[src/rtl/peiu_pkg.sv]
// shared constants for the power-sourcing event and alert unit
package peiu_pkg;
    localparam int PORTS = 4;
    localparam int DW = 8;
    // register offsets
    localparam logic [7:0] ADDR_SUMMARY = 8'h00;
    localparam logic [7:0] ADDR_MASK = 8'h01;
    localparam logic [7:0] ADDR_POWER_VIEW = 8'h02;
    localparam logic [7:0] ADDR_POWER_CLR = 8'h03;
    localparam logic [7:0] ADDR_DETECT_VIEW = 8'h04;
    localparam logic [7:0] ADDR_DETECT_CLR = 8'h05;
    localparam logic [7:0] ADDR_FAULT_VIEW = 8'h06;
    localparam logic [7:0] ADDR_FAULT_CLR = 8'h07;
    localparam logic [7:0] ADDR_STARTUP_VIEW = 8'h08;
    localparam logic [7:0] ADDR_STARTUP_CLR = 8'h09;
    localparam logic [7:0] ADDR_SUPPLY_VIEW = 8'h0a;
    localparam logic [7:0] ADDR_SUPPLY_CLR = 8'h0b;
    localparam logic [7:0] ADDR_GLOBAL_EN = 8'h17;
    localparam logic [7:0] ADDR_CLEAR_CMD = 8'h1a;
    // field positions
    localparam int GLOBAL_EN_BIT = 7;
    localparam int CLEAR_ALL_BIT = 7;
    localparam int SUM_SUPPLY = 7;
    localparam int SUM_STARTUP = 6;
    localparam int SUM_OVERLOAD = 5;
    localparam int SUM_CLASS = 4;
    localparam int SUM_DISCOVERY = 3;
    localparam int SUM_UNPLUG = 2;
    localparam int SUM_POWER_OK = 1;
    localparam int SUM_SWITCH_ON = 0;
    // supply bits that bypass the mask: thermal, core low, negative low
    localparam logic [7:0] SUPPLY_UNMASKABLE = 8'hb0;
    localparam logic [7:0] SUPPLY_ACTIVE = 8'hf0;
    // reset values
    localparam logic [7:0] RST_EVENT = 8'h00;
    localparam logic [7:0] RST_SUPPLY = 8'h02;
    localparam logic [7:0] RST_MASK_STANDALONE = 8'he4;
    localparam logic [7:0] RST_MASK_HOSTED = 8'h80;
    localparam logic RST_GLOBAL_EN = 1'b1;
    // cycles after reset release before the synchronised strap is valid
    localparam logic [1:0] STRAP_SETTLE = 2'h3;
    // serial port: upper device address bits, arbitrary value
    localparam logic [2:0] DEV_ADDR_HI = 3'h2;
    localparam logic [3:0] BITS_PER_BYTE = 4'h8;

    typedef enum logic [6:0] {
        PEIU_IDLE = 7'b000_0001,
        PEIU_ADDR = 7'b000_0010,
        PEIU_PTR = 7'b000_0100,
        PEIU_WDATA = 7'b000_1000,
        PEIU_ACK = 7'b001_0000,
        PEIU_RDATA = 7'b010_0000,
        PEIU_MACK = 7'b100_0000
    } peiu_state_t;
endpackage : peiu_pkg

[src/rtl/pse_event_interrupt_unit.sv]
// event capture, alert summary, mask and alert pin for a four-port power controller
module pse_event_interrupt_unit (
    input wire logic clk_i,
    input wire logic resetn_i,
    // serial register port
    input wire logic scl_i,
    input wire logic sda_in_i,
    output logic sda_out_o,
    output logic sda_oe_o,
    input wire logic [3:0] addr_pins_i,
    input wire logic standalone_strap_i,
    // port state and event sources, same clock
    input wire logic [peiu_pkg::PORTS-1:0] port_power_ok_i,
    input wire logic [peiu_pkg::PORTS-1:0] port_switch_on_i,
    input wire logic [peiu_pkg::PORTS-1:0] discovery_done_i,
    input wire logic [peiu_pkg::PORTS-1:0] class_done_i,
    input wire logic [peiu_pkg::PORTS-1:0] unplug_fault_i,
    input wire logic [peiu_pkg::PORTS-1:0] overload_timeout_i,
    input wire logic [peiu_pkg::PORTS-1:0] limit_timeout_i,
    input wire logic [peiu_pkg::PORTS-1:0] launch_fail_i,
    input wire logic thermal_trip_i,
    input wire logic bad_switch_i,
    input wire logic core_supply_low_i,
    input wire logic neg_supply_low_i,
    // open-drain active-low alert pin
    output logic alert_n_o,
    output logic alert_oe_o
);
    import peiu_pkg::*;

    logic reg_wr, reg_rd;
    logic [DW-1:0] reg_addr, reg_wdata, reg_rdata;
    logic [DW-1:0] power_ev, detect_ev, fault_ev, startup_ev, supply_ev;
    logic [DW-1:0] mask_q, mask_d;
    logic [PORTS-1:0] pok_prev_q, son_prev_q;
    logic primed_q;
    logic strap_s1_q, strap_s2_q;
    logic [1:0] settle_q;
    logic mask_written_q;
    logic global_en_q;
    logic alert_pull_q;

    function automatic logic hit(input logic [DW-1:0] a, input logic [DW-1:0] b);
        return a == b;
    endfunction : hit

    peiu_serial_slave u_slave (
        .clk_i(clk_i),
        .resetn_i(resetn_i),
        .scl_i(scl_i),
        .sda_in_i(sda_in_i),
        .addr_pins_i(addr_pins_i),
        .sda_out_o(sda_out_o),
        .sda_oe_o(sda_oe_o),
        .reg_wr_o(reg_wr),
        .reg_rd_o(reg_rd),
        .reg_addr_o(reg_addr),
        .reg_wdata_o(reg_wdata),
        .reg_rdata_i(reg_rdata)
    );

    // write decode
    wire logic wr_mask = reg_wr & hit(reg_addr, ADDR_MASK);
    wire logic wr_global = reg_wr & hit(reg_addr, ADDR_GLOBAL_EN);
    wire logic clear_all = reg_wr & hit(reg_addr, ADDR_CLEAR_CMD) & reg_wdata[CLEAR_ALL_BIT];

    // clearing reads act only through the odd address of each pair
    wire logic clr_power = reg_rd & hit(reg_addr, ADDR_POWER_CLR);
    wire logic clr_detect = reg_rd & hit(reg_addr, ADDR_DETECT_CLR);
    wire logic clr_fault = reg_rd & hit(reg_addr, ADDR_FAULT_CLR);
    wire logic clr_startup = reg_rd & hit(reg_addr, ADDR_STARTUP_CLR);
    wire logic clr_supply = reg_rd & hit(reg_addr, ADDR_SUPPLY_CLR);

    // edges of the port status bits; first cycle after reset only primes history
    wire logic [PORTS-1:0] pok_edge = (port_power_ok_i ^ pok_prev_q) & {PORTS{primed_q}};
    wire logic [PORTS-1:0] son_edge = (port_switch_on_i ^ son_prev_q) & {PORTS{primed_q}};

    wire logic [DW-1:0] power_set = {pok_edge, son_edge};
    wire logic [DW-1:0] detect_set = {class_done_i, discovery_done_i};
    wire logic [DW-1:0] fault_set = {unplug_fault_i, overload_timeout_i};
    wire logic [DW-1:0] startup_set = {limit_timeout_i, launch_fail_i};
    wire logic [DW-1:0] supply_set = {thermal_trip_i, bad_switch_i, core_supply_low_i,
                                      neg_supply_low_i, 4'h0};

    peiu_event_bank #(.WIDTH(DW), .RESET_VAL(RST_EVENT)) u_power (
        .clk_i(clk_i),
        .resetn_i(resetn_i),
        .set_i(power_set),
        .clr_read_i(clr_power),
        .clr_all_i(clear_all),
        .flags_o(power_ev)
    );

    peiu_event_bank #(.WIDTH(DW), .RESET_VAL(RST_EVENT)) u_detect (
        .clk_i(clk_i),
        .resetn_i(resetn_i),
        .set_i(detect_set),
        .clr_read_i(clr_detect),
        .clr_all_i(clear_all),
        .flags_o(detect_ev)
    );

    peiu_event_bank #(.WIDTH(DW), .RESET_VAL(RST_EVENT)) u_fault (
        .clk_i(clk_i),
        .resetn_i(resetn_i),
        .set_i(fault_set),
        .clr_read_i(clr_fault),
        .clr_all_i(clear_all),
        .flags_o(fault_ev)
    );

    peiu_event_bank #(.WIDTH(DW), .RESET_VAL(RST_EVENT)) u_startup (
        .clk_i(clk_i),
        .resetn_i(resetn_i),
        .set_i(startup_set),
        .clr_read_i(clr_startup),
        .clr_all_i(clear_all),
        .flags_o(startup_ev)
    );

    peiu_event_bank #(.WIDTH(DW), .RESET_VAL(RST_SUPPLY)) u_supply (
        .clk_i(clk_i),
        .resetn_i(resetn_i),
        .set_i(supply_set),
        .clr_read_i(clr_supply),
        .clr_all_i(clear_all),
        .flags_o(supply_ev)
    );

    // summary is pure logic over the event registers, so it tracks every clear
    wire logic [DW-1:0] summary;
    assign summary[SUM_SUPPLY] = |(supply_ev & SUPPLY_ACTIVE);
    assign summary[SUM_STARTUP] = |startup_ev[3:0];
    assign summary[SUM_OVERLOAD] = |{fault_ev[3:0], startup_ev[7:4]};
    assign summary[SUM_CLASS] = |detect_ev[7:4];
    assign summary[SUM_DISCOVERY] = |detect_ev[3:0];
    assign summary[SUM_UNPLUG] = |fault_ev[7:4];
    assign summary[SUM_POWER_OK] = |power_ev[7:4];
    assign summary[SUM_SWITCH_ON] = |power_ev[3:0];

    // thermal, core-low and negative-low supply alerts bypass the mask
    wire logic forced = |(supply_ev & SUPPLY_UNMASKABLE);
    wire logic alert_want = (|(summary & mask_q)) | forced;

    // read mux; unmapped offsets read zero
    assign reg_rdata =
        hit(reg_addr, ADDR_SUMMARY) ? summary :
        hit(reg_addr, ADDR_MASK) ? mask_q :
        (hit(reg_addr, ADDR_POWER_VIEW) || hit(reg_addr, ADDR_POWER_CLR)) ? power_ev :
        (hit(reg_addr, ADDR_DETECT_VIEW) || hit(reg_addr, ADDR_DETECT_CLR)) ? detect_ev :
        (hit(reg_addr, ADDR_FAULT_VIEW) || hit(reg_addr, ADDR_FAULT_CLR)) ? fault_ev :
        (hit(reg_addr, ADDR_STARTUP_VIEW) || hit(reg_addr, ADDR_STARTUP_CLR)) ? startup_ev :
        (hit(reg_addr, ADDR_SUPPLY_VIEW) || hit(reg_addr, ADDR_SUPPLY_CLR)) ? supply_ev :
        hit(reg_addr, ADDR_GLOBAL_EN) ? {global_en_q, 7'h00} :
        8'h00;

    always_ff @(posedge clk_i or negedge resetn_i) begin
        if (!resetn_i) begin
            pok_prev_q <= '0;
            son_prev_q <= '0;
            primed_q <= 1'b0;
        end else begin
            pok_prev_q <= port_power_ok_i;
            son_prev_q <= port_switch_on_i;
            primed_q <= 1'b1;
        end
    end

    // strap is caught by the third clock after release, once its synchroniser has settled
    wire logic strap_ready = settle_q == STRAP_SETTLE;
    wire logic strap_load = (settle_q == STRAP_SETTLE - 2'h1) & ~mask_written_q;
    assign mask_d = wr_mask ? reg_wdata :
                    strap_load ? (strap_s2_q ? RST_MASK_STANDALONE : RST_MASK_HOSTED) :
                    mask_q;

    always_ff @(posedge clk_i or negedge resetn_i) begin
        if (!resetn_i) begin
            strap_s1_q <= 1'b0;
            strap_s2_q <= 1'b0;
            settle_q <= 2'h0;
            mask_written_q <= 1'b0;
            mask_q <= RST_MASK_HOSTED;
        end else begin
            strap_s1_q <= standalone_strap_i;
            strap_s2_q <= strap_s1_q;
            settle_q <= strap_ready ? settle_q : settle_q + 2'h1;
            mask_written_q <= mask_written_q | wr_mask;
            mask_q <= mask_d;
        end
    end

    always_ff @(posedge clk_i or negedge resetn_i) begin
        if (!resetn_i) begin
            global_en_q <= RST_GLOBAL_EN;
        end else if (wr_global) begin
            global_en_q <= reg_wdata[GLOBAL_EN_BIT];
        end
    end

    // a disabled pin is released entirely rather than driven high
    always_ff @(posedge clk_i or negedge resetn_i) begin
        if (!resetn_i) begin
            alert_pull_q <= 1'b0;
        end else begin
            alert_pull_q <= alert_want & global_en_q;
        end
    end

    assign alert_oe_o = alert_pull_q;
    assign alert_n_o = ~alert_pull_q;
endmodule : pse_event_interrupt_unit

[src/rtl/peiu_event_bank.sv]
// one sticky event register with view, clear-on-read and clear-all
module peiu_event_bank #(
    parameter int WIDTH = 8,
    parameter logic [WIDTH-1:0] RESET_VAL = '0
) (
    input wire logic clk_i,
    input wire logic resetn_i,
    input wire logic [WIDTH-1:0] set_i,
    input wire logic clr_read_i,
    input wire logic clr_all_i,
    output logic [WIDTH-1:0] flags_o
);
    logic [WIDTH-1:0] flags_q;
    logic [WIDTH-1:0] flags_d;
    wire logic clr = clr_read_i | clr_all_i;

    // a new event in the clearing cycle survives the clear
    assign flags_d = (clr ? '0 : flags_q) | set_i;

    always_ff @(posedge clk_i or negedge resetn_i) begin
        if (!resetn_i) begin
            flags_q <= RESET_VAL;
        end else begin
            flags_q <= flags_d;
        end
    end

    assign flags_o = flags_q;
endmodule : peiu_event_bank

[src/rtl/peiu_serial_slave.sv]
// serial register port slave: pointer byte, then data bytes with auto-increment
module peiu_serial_slave (
    input wire logic clk_i,
    input wire logic resetn_i,
    input wire logic scl_i,
    input wire logic sda_in_i,
    input wire logic [3:0] addr_pins_i,
    output logic sda_out_o,
    output logic sda_oe_o,
    output logic reg_wr_o,
    output logic reg_rd_o,
    output logic [peiu_pkg::DW-1:0] reg_addr_o,
    output logic [peiu_pkg::DW-1:0] reg_wdata_o,
    input wire logic [peiu_pkg::DW-1:0] reg_rdata_i
);
    import peiu_pkg::*;

    logic scl_s1_q, scl_s2_q, scl_s3_q;
    logic sda_s1_q, sda_s2_q, sda_s3_q;
    logic [3:0] apin_s1_q, apin_s2_q;
    peiu_state_t state_q, after_q;
    logic [3:0] bitcnt_q;
    logic [7:0] shift_q, ptr_q;
    logic drive_q, wr_q, rd_q, nack_q;

    wire logic start = scl_s2_q & scl_s3_q & sda_s3_q & ~sda_s2_q;
    wire logic stop = scl_s2_q & scl_s3_q & ~sda_s3_q & sda_s2_q;
    wire logic rise = scl_s2_q & ~scl_s3_q;
    wire logic fall = ~scl_s2_q & scl_s3_q;
    wire logic byte_done = bitcnt_q == BITS_PER_BYTE;
    wire logic addr_hit = shift_q[7:1] == {DEV_ADDR_HI, apin_s2_q};
    wire logic receiving = state_q inside {PEIU_ADDR, PEIU_PTR, PEIU_WDATA};

    always_ff @(posedge clk_i or negedge resetn_i) begin
        if (!resetn_i) begin
            scl_s1_q <= 1'b1;
            scl_s2_q <= 1'b1;
            scl_s3_q <= 1'b1;
            sda_s1_q <= 1'b1;
            sda_s2_q <= 1'b1;
            sda_s3_q <= 1'b1;
            apin_s1_q <= 4'h0;
            apin_s2_q <= 4'h0;
        end else begin
            scl_s1_q <= scl_i;
            scl_s2_q <= scl_s1_q;
            scl_s3_q <= scl_s2_q;
            sda_s1_q <= sda_in_i;
            sda_s2_q <= sda_s1_q;
            sda_s3_q <= sda_s2_q;
            apin_s1_q <= addr_pins_i;
            apin_s2_q <= apin_s1_q;
        end
    end

    always_ff @(posedge clk_i or negedge resetn_i) begin
        if (!resetn_i) begin
            state_q <= PEIU_IDLE;
            after_q <= PEIU_IDLE;
            bitcnt_q <= 4'h0;
            shift_q <= 8'h00;
            ptr_q <= 8'h00;
            drive_q <= 1'b0;
            wr_q <= 1'b0;
            rd_q <= 1'b0;
            nack_q <= 1'b0;
        end else begin
            wr_q <= 1'b0;
            rd_q <= 1'b0;
            if (wr_q) begin
                ptr_q <= ptr_q + 8'h01;
            end
            if (rd_q) begin
                // byte fetched now, so a clearing read clears what was returned
                shift_q <= reg_rdata_i;
                drive_q <= ~reg_rdata_i[7];
                ptr_q <= ptr_q + 8'h01;
                bitcnt_q <= 4'h1;
            end
            if (stop) begin
                state_q <= PEIU_IDLE;
                drive_q <= 1'b0;
            end else if (start) begin
                state_q <= PEIU_ADDR;
                bitcnt_q <= 4'h0;
                drive_q <= 1'b0;
            end else if (rise && receiving) begin
                shift_q <= {shift_q[6:0], sda_s2_q};
                bitcnt_q <= bitcnt_q + 4'h1;
            end else if (rise && state_q == PEIU_MACK) begin
                nack_q <= sda_s2_q;
            end else if (fall) begin
                unique case (state_q)
                    PEIU_ADDR: begin
                        if (byte_done && addr_hit) begin
                            drive_q <= 1'b1;
                            after_q <= shift_q[0] ? PEIU_RDATA : PEIU_PTR;
                            state_q <= PEIU_ACK;
                        end else if (byte_done) begin
                            state_q <= PEIU_IDLE;
                        end
                    end
                    PEIU_PTR: begin
                        if (byte_done) begin
                            ptr_q <= shift_q;
                            drive_q <= 1'b1;
                            after_q <= PEIU_WDATA;
                            state_q <= PEIU_ACK;
                        end
                    end
                    PEIU_WDATA: begin
                        if (byte_done) begin
                            wr_q <= 1'b1;
                            drive_q <= 1'b1;
                            after_q <= PEIU_WDATA;
                            state_q <= PEIU_ACK;
                        end
                    end
                    PEIU_ACK: begin
                        drive_q <= 1'b0;
                        bitcnt_q <= 4'h0;
                        rd_q <= after_q == PEIU_RDATA;
                        state_q <= after_q;
                    end
                    PEIU_RDATA: begin
                        if (byte_done) begin
                            drive_q <= 1'b0;
                            state_q <= PEIU_MACK;
                        end else begin
                            drive_q <= ~shift_q[6];
                            shift_q <= {shift_q[6:0], 1'b0};
                            bitcnt_q <= bitcnt_q + 4'h1;
                        end
                    end
                    PEIU_MACK: begin
                        rd_q <= ~nack_q;
                        state_q <= nack_q ? PEIU_IDLE : PEIU_RDATA;
                    end
                    PEIU_IDLE: begin
                        drive_q <= 1'b0;
                    end
                    default: begin
                        state_q <= PEIU_IDLE;
                    end
                endcase
            end
        end
    end

    assign sda_oe_o = drive_q;
    assign sda_out_o = 1'b0;
    assign reg_wr_o = wr_q;
    assign reg_rd_o = rd_q;
    assign reg_addr_o = ptr_q;
    assign reg_wdata_o = shift_q;
endmodule : peiu_serial_slave

[config.mk]
export PLATFORM = sky130hd
export DESIGN_NAME = pse_event_interrupt_unit
export DESIGN_NICKNAME = d
export VERILOG_FILES = /design/src/rtl/peiu_pkg.sv /design/src/rtl/pse_event_interrupt_unit.sv /design/src/rtl/peiu_event_bank.sv /design/src/rtl/peiu_serial_slave.sv
export SDC_FILE = /design/constraint.sdc
export NUM_CORES = 1
export LEC_CHECK = 0
export BUFFER_PORTS_ARGS = -buffer_cell sky130_fd_sc_hd__buf_2
export CORE_ASPECT_RATIO = 0.75
export CORE_MARGIN = 2
export CORE_UTILIZATION = 60
export DETAILED_ROUTE_END_ITERATION = 6
export HOLD_SLACK_MARGIN = 0.15
export MAX_ROUTING_LAYER = met4
export PLACE_DENSITY = 0.8
export RECOVER_POWER = 50
export SETUP_SLACK_MARGIN = 0.3
export SYNTH_ARGS = -nofsm -noshare
export SYNTH_HDL_FRONTEND = slang
export SYNTH_SLANG_ARGS = --single-unit
[constraint.sdc]
create_clock -name clk_i -period 3.8 [get_ports clk_i]
set_clock_uncertainty 0.1 [all_clocks]
set_input_delay 0.38 -clock clk_i [delete_from_list [all_inputs] [get_ports clk_i]]
set_output_delay 0.38 -clock clk_i [all_outputs]
set_load 0.05 [all_outputs]
==> Word-level counts from Yosys, hierarchy flattened <==
Index checks and enable logic that the tools add are counted.
{ "word_totals": {"input_bits": 45, "regBits": 116, "wordCells": 223, "output_inout_bits": 4} }
{ "classes": {"eq_ne": 33, "n_reduce_logical": 28, "mux": 79, "n_addsub": 3, "bitwise": 48} }
{ "op_table": {"columns": ["cell", "count"], "rows": [
  ["2-to-1 mux 8 bit", 32],
  ["2-to-1 mux 7 bit", 12],
  ["one-hot mux 7 bit (6 select lines)", 1],
  ["OR 8 bit", 5],
  ["== test 8 x 3 -> 1 bit, second input constant", 4],
  ["== test 8 x 4 -> 1 bit, second input constant", 4],
  ["2-to-1 mux 4 bit", 7],
  ["OR reduction 4 bit", 7],
  ["2-to-1 mux 1 bit", 21],
  ["bitwise AND 1 bit", 18],
  ["== test 8 x 2 -> 1 bit, second input constant", 2],
  ["== test 8 x 5 -> 1 bit, second input constant", 2],
  ["OR reduction 8 bit", 2],
  ["== test 7 x 6 -> 1 bit, second input constant", 2],
  ["one-hot mux 7 bit (2 select lines)", 1],
  ["inverter 1 bit", 13],
  ["2-to-1 mux 6 bit", 2],
  ["!= test 3 x 1 -> 1 bit, second input constant", 3],
  ["adder 8 x 1 -> 8 bit, second input constant", 1],
  ["bitwise AND 4 bit", 2],
  ["bitwise AND 8 bit", 1],
  ["== test 8 x 1 -> 1 bit, second input constant", 1],
  ["zero test 8 bit", 1],
  ["!= test 4 x 1 -> 1 bit, second input constant", 2],
  ["other kinds (28)", 45]
]} }

==> Depth between registers and ports, before layout <==
{ "logic_depth": {"ltp_word": 18, "mapped_depth": 10, "mapped_depth_nobuf": 8} }

==> By module <==
A second synthesis with hierarchy kept.
{ "hier_totals": {"cells_unflattened": 532, "hier_area_um2": 5504.0} }
{ "by_module_without_submodules": {"columns": ["mod", "cells_per_inst", "seq_area_each_um2", "instances", "area_each_um2"], "rows": [
  ["peiu_serial_slave", 241, 1236.2, 1, 2428.6],
  ["pse_event_interrupt_unit", 206, 603.1, 1, 1716.6],
  ["peiu_event_bank (u_detect ...)", 17, 200.2, 4, 271.5],
  ["peiu_event_bank (u_supply)", 17, 201.4, 1, 272.8]
]} }

==> Worst setup path before layout <==
OpenSTA, ideal clock, no wires.
{ "synth_timing": {"path_kind": "flip-flop to flip-flop", "from": "register u_slave.ptr_q[0] (netlist: u_slave.reg_addr_o[0])", "to": "register u_slave.shift_q[7] (netlist: u_slave.reg_wdata_o[7])", "path_stages_with_launch": 10, "setup_time_ns": 0.138, "period_less_slack_ns": 2.309, "arrival_ns": 2.071, "path_buffers": 1, "path_slack_ns": 1.491, "t_required_ns": 3.562, "path_cell_list": "dfrtp_1 -> inv_1 -> ha_1 -> or2_0 -> clkbuf_1 -> and3_1 -> a2111oi_0 -> nor3_1 -> a2111oi_0 -> a21oi_1"} }
{ "synth_via": {"elab_chain_len": 17, "word_cells_on_any_way": 34, "cone_classes": "eq/ne (12); mux (16); reduce/logical (6)"} }
{ "synth_lines": {"columns": ["item", "line", "rtl"], "rows": [
  ["start: declaration", "peiu_serial_slave.sv:23", "logic [7:0] shift_q, ptr_q;"],
  ["start signal: assignment", "peiu_serial_slave.sv:71", "ptr_q <= ptr_q + 8'h01;"],
  ["start signal: assignment", "peiu_serial_slave.sv:77", "ptr_q <= ptr_q + 8'h01;"],
  ["start signal: assignment", "peiu_serial_slave.sv:105", "ptr_q <= shift_q;"],
  ["== test 8 x 5 -> 1 bit or == test 8 x 4 -> 1 bit (tied branches)", "pse_event_interrupt_unit.sv:44", "return a == b;"],
  ["2-to-1 mux 8 bit or logical OR 1 bit (tied branches)", "pse_event_interrupt_unit.sv:154, pse_event_interrupt_unit.sv:153", null],
  ["2-to-1 mux 8 bit", "pse_event_interrupt_unit.sv:153", "(hit(reg_addr, ADDR_SUPPLY_VIEW) || hit(reg_addr, ADDR_SUPPLY_CLR)) ? supply_ev :"],
  ["2-to-1 mux 8 bit", "pse_event_interrupt_unit.sv:152", "(hit(reg_addr, ADDR_STARTUP_VIEW) || hit(reg_addr, ADDR_STARTUP_CLR)) ? startup_ev :"],
  ["2-to-1 mux 8 bit", "pse_event_interrupt_unit.sv:151", "(hit(reg_addr, ADDR_FAULT_VIEW) || hit(reg_addr, ADDR_FAULT_CLR)) ? fault_ev :"],
  ["2-to-1 mux 8 bit", "pse_event_interrupt_unit.sv:150", "(hit(reg_addr, ADDR_DETECT_VIEW) || hit(reg_addr, ADDR_DETECT_CLR)) ? detect_ev :"],
  ["2-to-1 mux 8 bit", "pse_event_interrupt_unit.sv:149", "(hit(reg_addr, ADDR_POWER_VIEW) || hit(reg_addr, ADDR_POWER_CLR)) ? power_ev :"],
  ["2-to-1 mux 8 bit", "pse_event_interrupt_unit.sv:148", "hit(reg_addr, ADDR_MASK) ? mask_q :"],
  ["2-to-1 mux 8 bit (*)", "pse_event_interrupt_unit.sv:147", "hit(reg_addr, ADDR_SUMMARY) ? summary :"],
  ["2-to-1 mux 8 bit (*)", "peiu_serial_slave.sv:73", "if (rd_q) begin"],
  ["2-to-1 mux 8 bit", "peiu_serial_slave.sv:126", "if (byte_done) begin"],
  ["2-to-1 mux 8 bit", "peiu_serial_slave.sv:93", "unique case (state_q)"],
  ["2-to-1 mux 8 bit", "peiu_serial_slave.sv:92", "end else if (fall) begin"],
  ["2-to-1 mux 8 bit", "peiu_serial_slave.sv:90", "end else if (rise && state_q == PEIU_MACK) begin"],
  ["2-to-1 mux 8 bit", "peiu_serial_slave.sv:87", "end else if (rise && receiving) begin"],
  ["2-to-1 mux 8 bit", "peiu_serial_slave.sv:83", "end else if (start) begin"],
  ["2-to-1 mux 8 bit (*)", "peiu_serial_slave.sv:80", "if (stop) begin"],
  ["end signal: assignment", "peiu_serial_slave.sv:75", "shift_q <= reg_rdata_i;"],
  ["end signal: assignment", "peiu_serial_slave.sv:88", "shift_q <= {shift_q[6:0], sda_s2_q};"],
  ["end signal: assignment", "peiu_serial_slave.sv:131", "shift_q <= {shift_q[6:0], 1'b0};"],
  ["end: declaration", "peiu_serial_slave.sv:23", null]
]} }
Mark *: on every way between the ends. The rest lies on a longest branch, timed or not.
A chain may end at the register's enable or synchronous reset.

==> Final worst setup path <==
Ends and elaborated chain as after synthesis.

==> flow_metrics.py <==
metrics = {
    "timing": {
        "slew_viol_final": 0,
        "fin_crit_ns": 2.79,
        "period_share_pct": 73.4,
        "setup_tns_ns": 0,
        "hold_violations": 0,
        "tightest_slew_ns": 0.920,
        "setup_viol": 0,
        "rsz0062_at_grt": "no",
        "slew_headroom_pct": 38.4,
        "fmax_mhz": 359,
    },
    "route": {
        "via_per_inst": 6.45,
        "wl_per_cell_um": 19.4,
        "totalWireLength_um": 14500,
        "postRouteAntennaNets": 0,
        "via_count": 4814,
        "drt_iter0_drc": 606,
        "dr.pass1.iters": 6,
        "drc": 0,
    },
    "placement": {
        "io_buffers": 47,
        "gp_congestion": 1.02,
        "dpl.hpwl_um": 9640,
        "postPlaceCellArea_sq_mm": 0.00576,
    },
    "floorplanning": {
        "coreArea_sq_mm": 0.00897,
        "io_pins": 49,
        "die_w_um": 115,
        "die_h_um": 86.9,
        "initial_core_util_pct": 61.3,
        "fp-row-count": 30,
        "fp.dieArea_sq_mm": 0.00995,
    },
    "synthesis": {
        "yosysWarningCount": 0,
        "synth_top_area_share_pct": 45.1,
        "seq_area_frac_synth_pct": 50.3,
        "synth_flop_cell": "dfrtp_1",
        "async_flop_share_pct": 100,
        "synth.avg_cell_area_sq_um": 9.92,
        "netlist_top_cells_count": "99 x dfrtp_1, 42 x a21oi_1, 39 x nand2_1",
        "syn-cell-area_sq_mm": 0.00550,
        "yosys-top-cells-area": "dfrtp_1 45%, dfstp_2 5.3%, a21o_1 3.8%",
        "syn_inst": 554,
        "ys_types": 72,
        "ys_ff_latch": 110,
        "synth_edf_count": 0,
        "syn_nets": 608,
        "synthMostInstantiatedCell": "dfrtp_1",
        "synth.largest_area_cell": "dfrtp_1",
    },
    "final_layout": {
        "n_antenna_cell": 0,
        "drive_gt1_share_pct": 12.6,
        "finalNetCount": 683,
        "syn_to_final_growth_pct": 18.0,
        "fin_area_sq_mm": 0.00648,
        "utilization_pct": 72.3,
    },
    "grt": {
        "grt_overflow": 0,
        "grt_util_met2_pct": 44.9,
        "grt_antenna_before_repair": 0,
        "grt_util_met3_pct": 8.63,
        "met1_usage_pct": 45.5,
        "busiest_layer": "met1",
        "grt_pass1_vias": 4581,
        "grt_max_degree": 111,
        "grt_pass1_wl_um": 23300,
        "grt_usage_pct": 31.8,
    },
    "setup_path": {
        "cp.required_ns": 3.93,
        "critPathArrivalTime_ns": 2.91,
        "critPathMaxFanout": 18,
        "crit_path_end_kind": "flop",
        "endpoint": "u_slave.reg_wdata_o[7]",
        "reg2reg_depth": 9,
        "crit_start": "u_slave.reg_addr_o[0]",
        "startpoint_type": "flop",
        "r2r-end": "u_slave.reg_wdata_o[7]",
        "crit-reg2reg-launch": "u_slave.reg_addr_o[0]",
        "r2r_setup_slack_ns": 1.01,
        "crit_type": "flop to flop",
    },
    "pwr": {
        "leakagePower_nw": 2.65,
        "p_per_area_mw_per_mm2": 447,
        "irDropWorstVdd_mv": 0.330,
        "total_power_w": 0.00290,
    },
    "worst_hold_path": {
        "hold_class": "flop to flop",
    },
    "clock_tree": {
        "cts_buffers": 9,
        "clkLatencyLatePin_ns": 0.36,
        "cts.clk_slew.worst_paths_ns": 0.08,
        "cts_sinks": 110,
        "cts_setup_buffers": 0,
        "cts_root_buf": "clkbuf_16",
        "h-tree-depth": 3,
        "cts_tree": "done",
        "clockBufferDepth": 2,
    },
    "outcome": {
        "outcome": "complete, no violations",
    },
    "job": {
        "cap_violations": 0,
    },
}
==> how the worst min path moves through the flow <==
stage | start | cells past startpoint | endpoint
after floorplan | resetn_i | 0 | alert_oe_o
after global placement | u_slave.apin_s1_q[1] | 0 | u_slave.apin_s2_q[1]
after detailed placement | u_slave.apin_s1_q[1] | 0 | u_slave.apin_s2_q[1]
after CTS | u_slave.scl_s1_q | 0 | u_slave.scl_s2_q
after global routing | u_slave.scl_s1_q | 0 | u_slave.scl_s2_q
final | u_slave.scl_s1_q | 0 | u_slave.scl_s2_q
==> state kept, by name (all words and copies together), names as in the netlist, 2 cells and up <==
| name | cells |
|---|---|
| son_prev_q | 4 |
| u_fault.flags_o | 8 |
| u_detect.flags_o | 8 |
| u_startup.flags_o | 8 |
| mask_q | 8 |
| u_slave.state_q | 7 |
| settle_q | 2 |
| u_slave.reg_wdata_o | 8 |
| u_power.flags_o | 8 |
| u_slave.after_q | 4 |
| u_slave.bitcnt_q | 4 |
| u_slave.reg_addr_o | 8 |
| u_slave.apin_s2_q | 4 |
| u_supply.flags_o | 5 |
| pok_prev_q | 4 |
| u_slave.apin_s1_q | 4 |
==> cell families (layout without fill, tap and decap cells) <==
logic type	count (synthesis)	in the layout	share of synthesized area, %
multiplexers	4	4	0.797
AO/OA/AOI/OAI	187	187	23.0
adder cells (fa/ha/maj)	10	10	2.23
buffers and inverters	51	131	4.16
flip-flops	110	110	50.3
AND/OR/NAND/NOR	166	166	15.6
XOR/XNOR	24	24	3.82
other	2	2	0.137
==> per-stage QoR <==
| stage | hold slack [ns] | setup WS, ns | instances |
|---|---|---|---|
| floorplan | -0.0156 | 1.49 | 554 |
| global placement | 0.233 | 1.18 | 686 |
| detailed placement | 0.237 | 1.08 | 686 |
| CTS | 0.250 | 1.04 | 746 |
| global route | 0.261 | 0.805 | 746 |
| finish | 0.253 | 1.01 | 746 |
==> cell type report <==
type / instances / area [sq um]
inverters: 21 / 78.8
clock inverters: 6 / 58.8
multi-input cells: 393 / 2500
repair buffers: 94 / 699
well taps: 112 / 140
flip-flops and latches: 110 / 2770
clock buffers: 10 / 239
fillers: 628 / 2490
==> where the power goes <==
part           leakage, nW  switching [W]  internal, W
Clock                0.145       0.000462     0.000481
Combinational         1.27       0.000324     0.000239
Sequential            1.23       0.000136      0.00125
==> worst max-delay path, stage by stage, from the launching register on <==
cell       delay [ns]
dfrtp_1          0.47
inv_1            0.11
ha_1             0.36
or2_0            0.28
buf_4            0.19
and3_1           0.20
a2111oi_0        0.37
nor3_1           0.12
a2111oi_0        0.38
a21oi_1          0.07
==> layer usage <==
layer | share of wire (%) | routed length [um]
met1 | 44 | 6420
met2 | 44 | 6300
met3 | 10 | 1480
met4 | 1.8 | 261
met5 | 0 | 0
==> repair_timing <==
item                                   in CTS  in global routing
hold buffers                               44                  0
resized for setup                           0                  0
endpoints found under the hold margin     142                  0
==> cells in the final DEF (no fill, tap or decap), types with 10 or more instances in the layout <==
cell           count
nand3_1           24
nor2_1            38
nand2_1           39
a21oi_1           42
a31oi_1           12
nor3_1            13
inv_1             21
dlygate4sd3_1     44
xnor2_1           10
a21o_1            28
buf_2             38
o21ai_0           32
a22o_1            11
xor2_1            14
dfrtp_1           99
(Power assumes the default switching activity.)
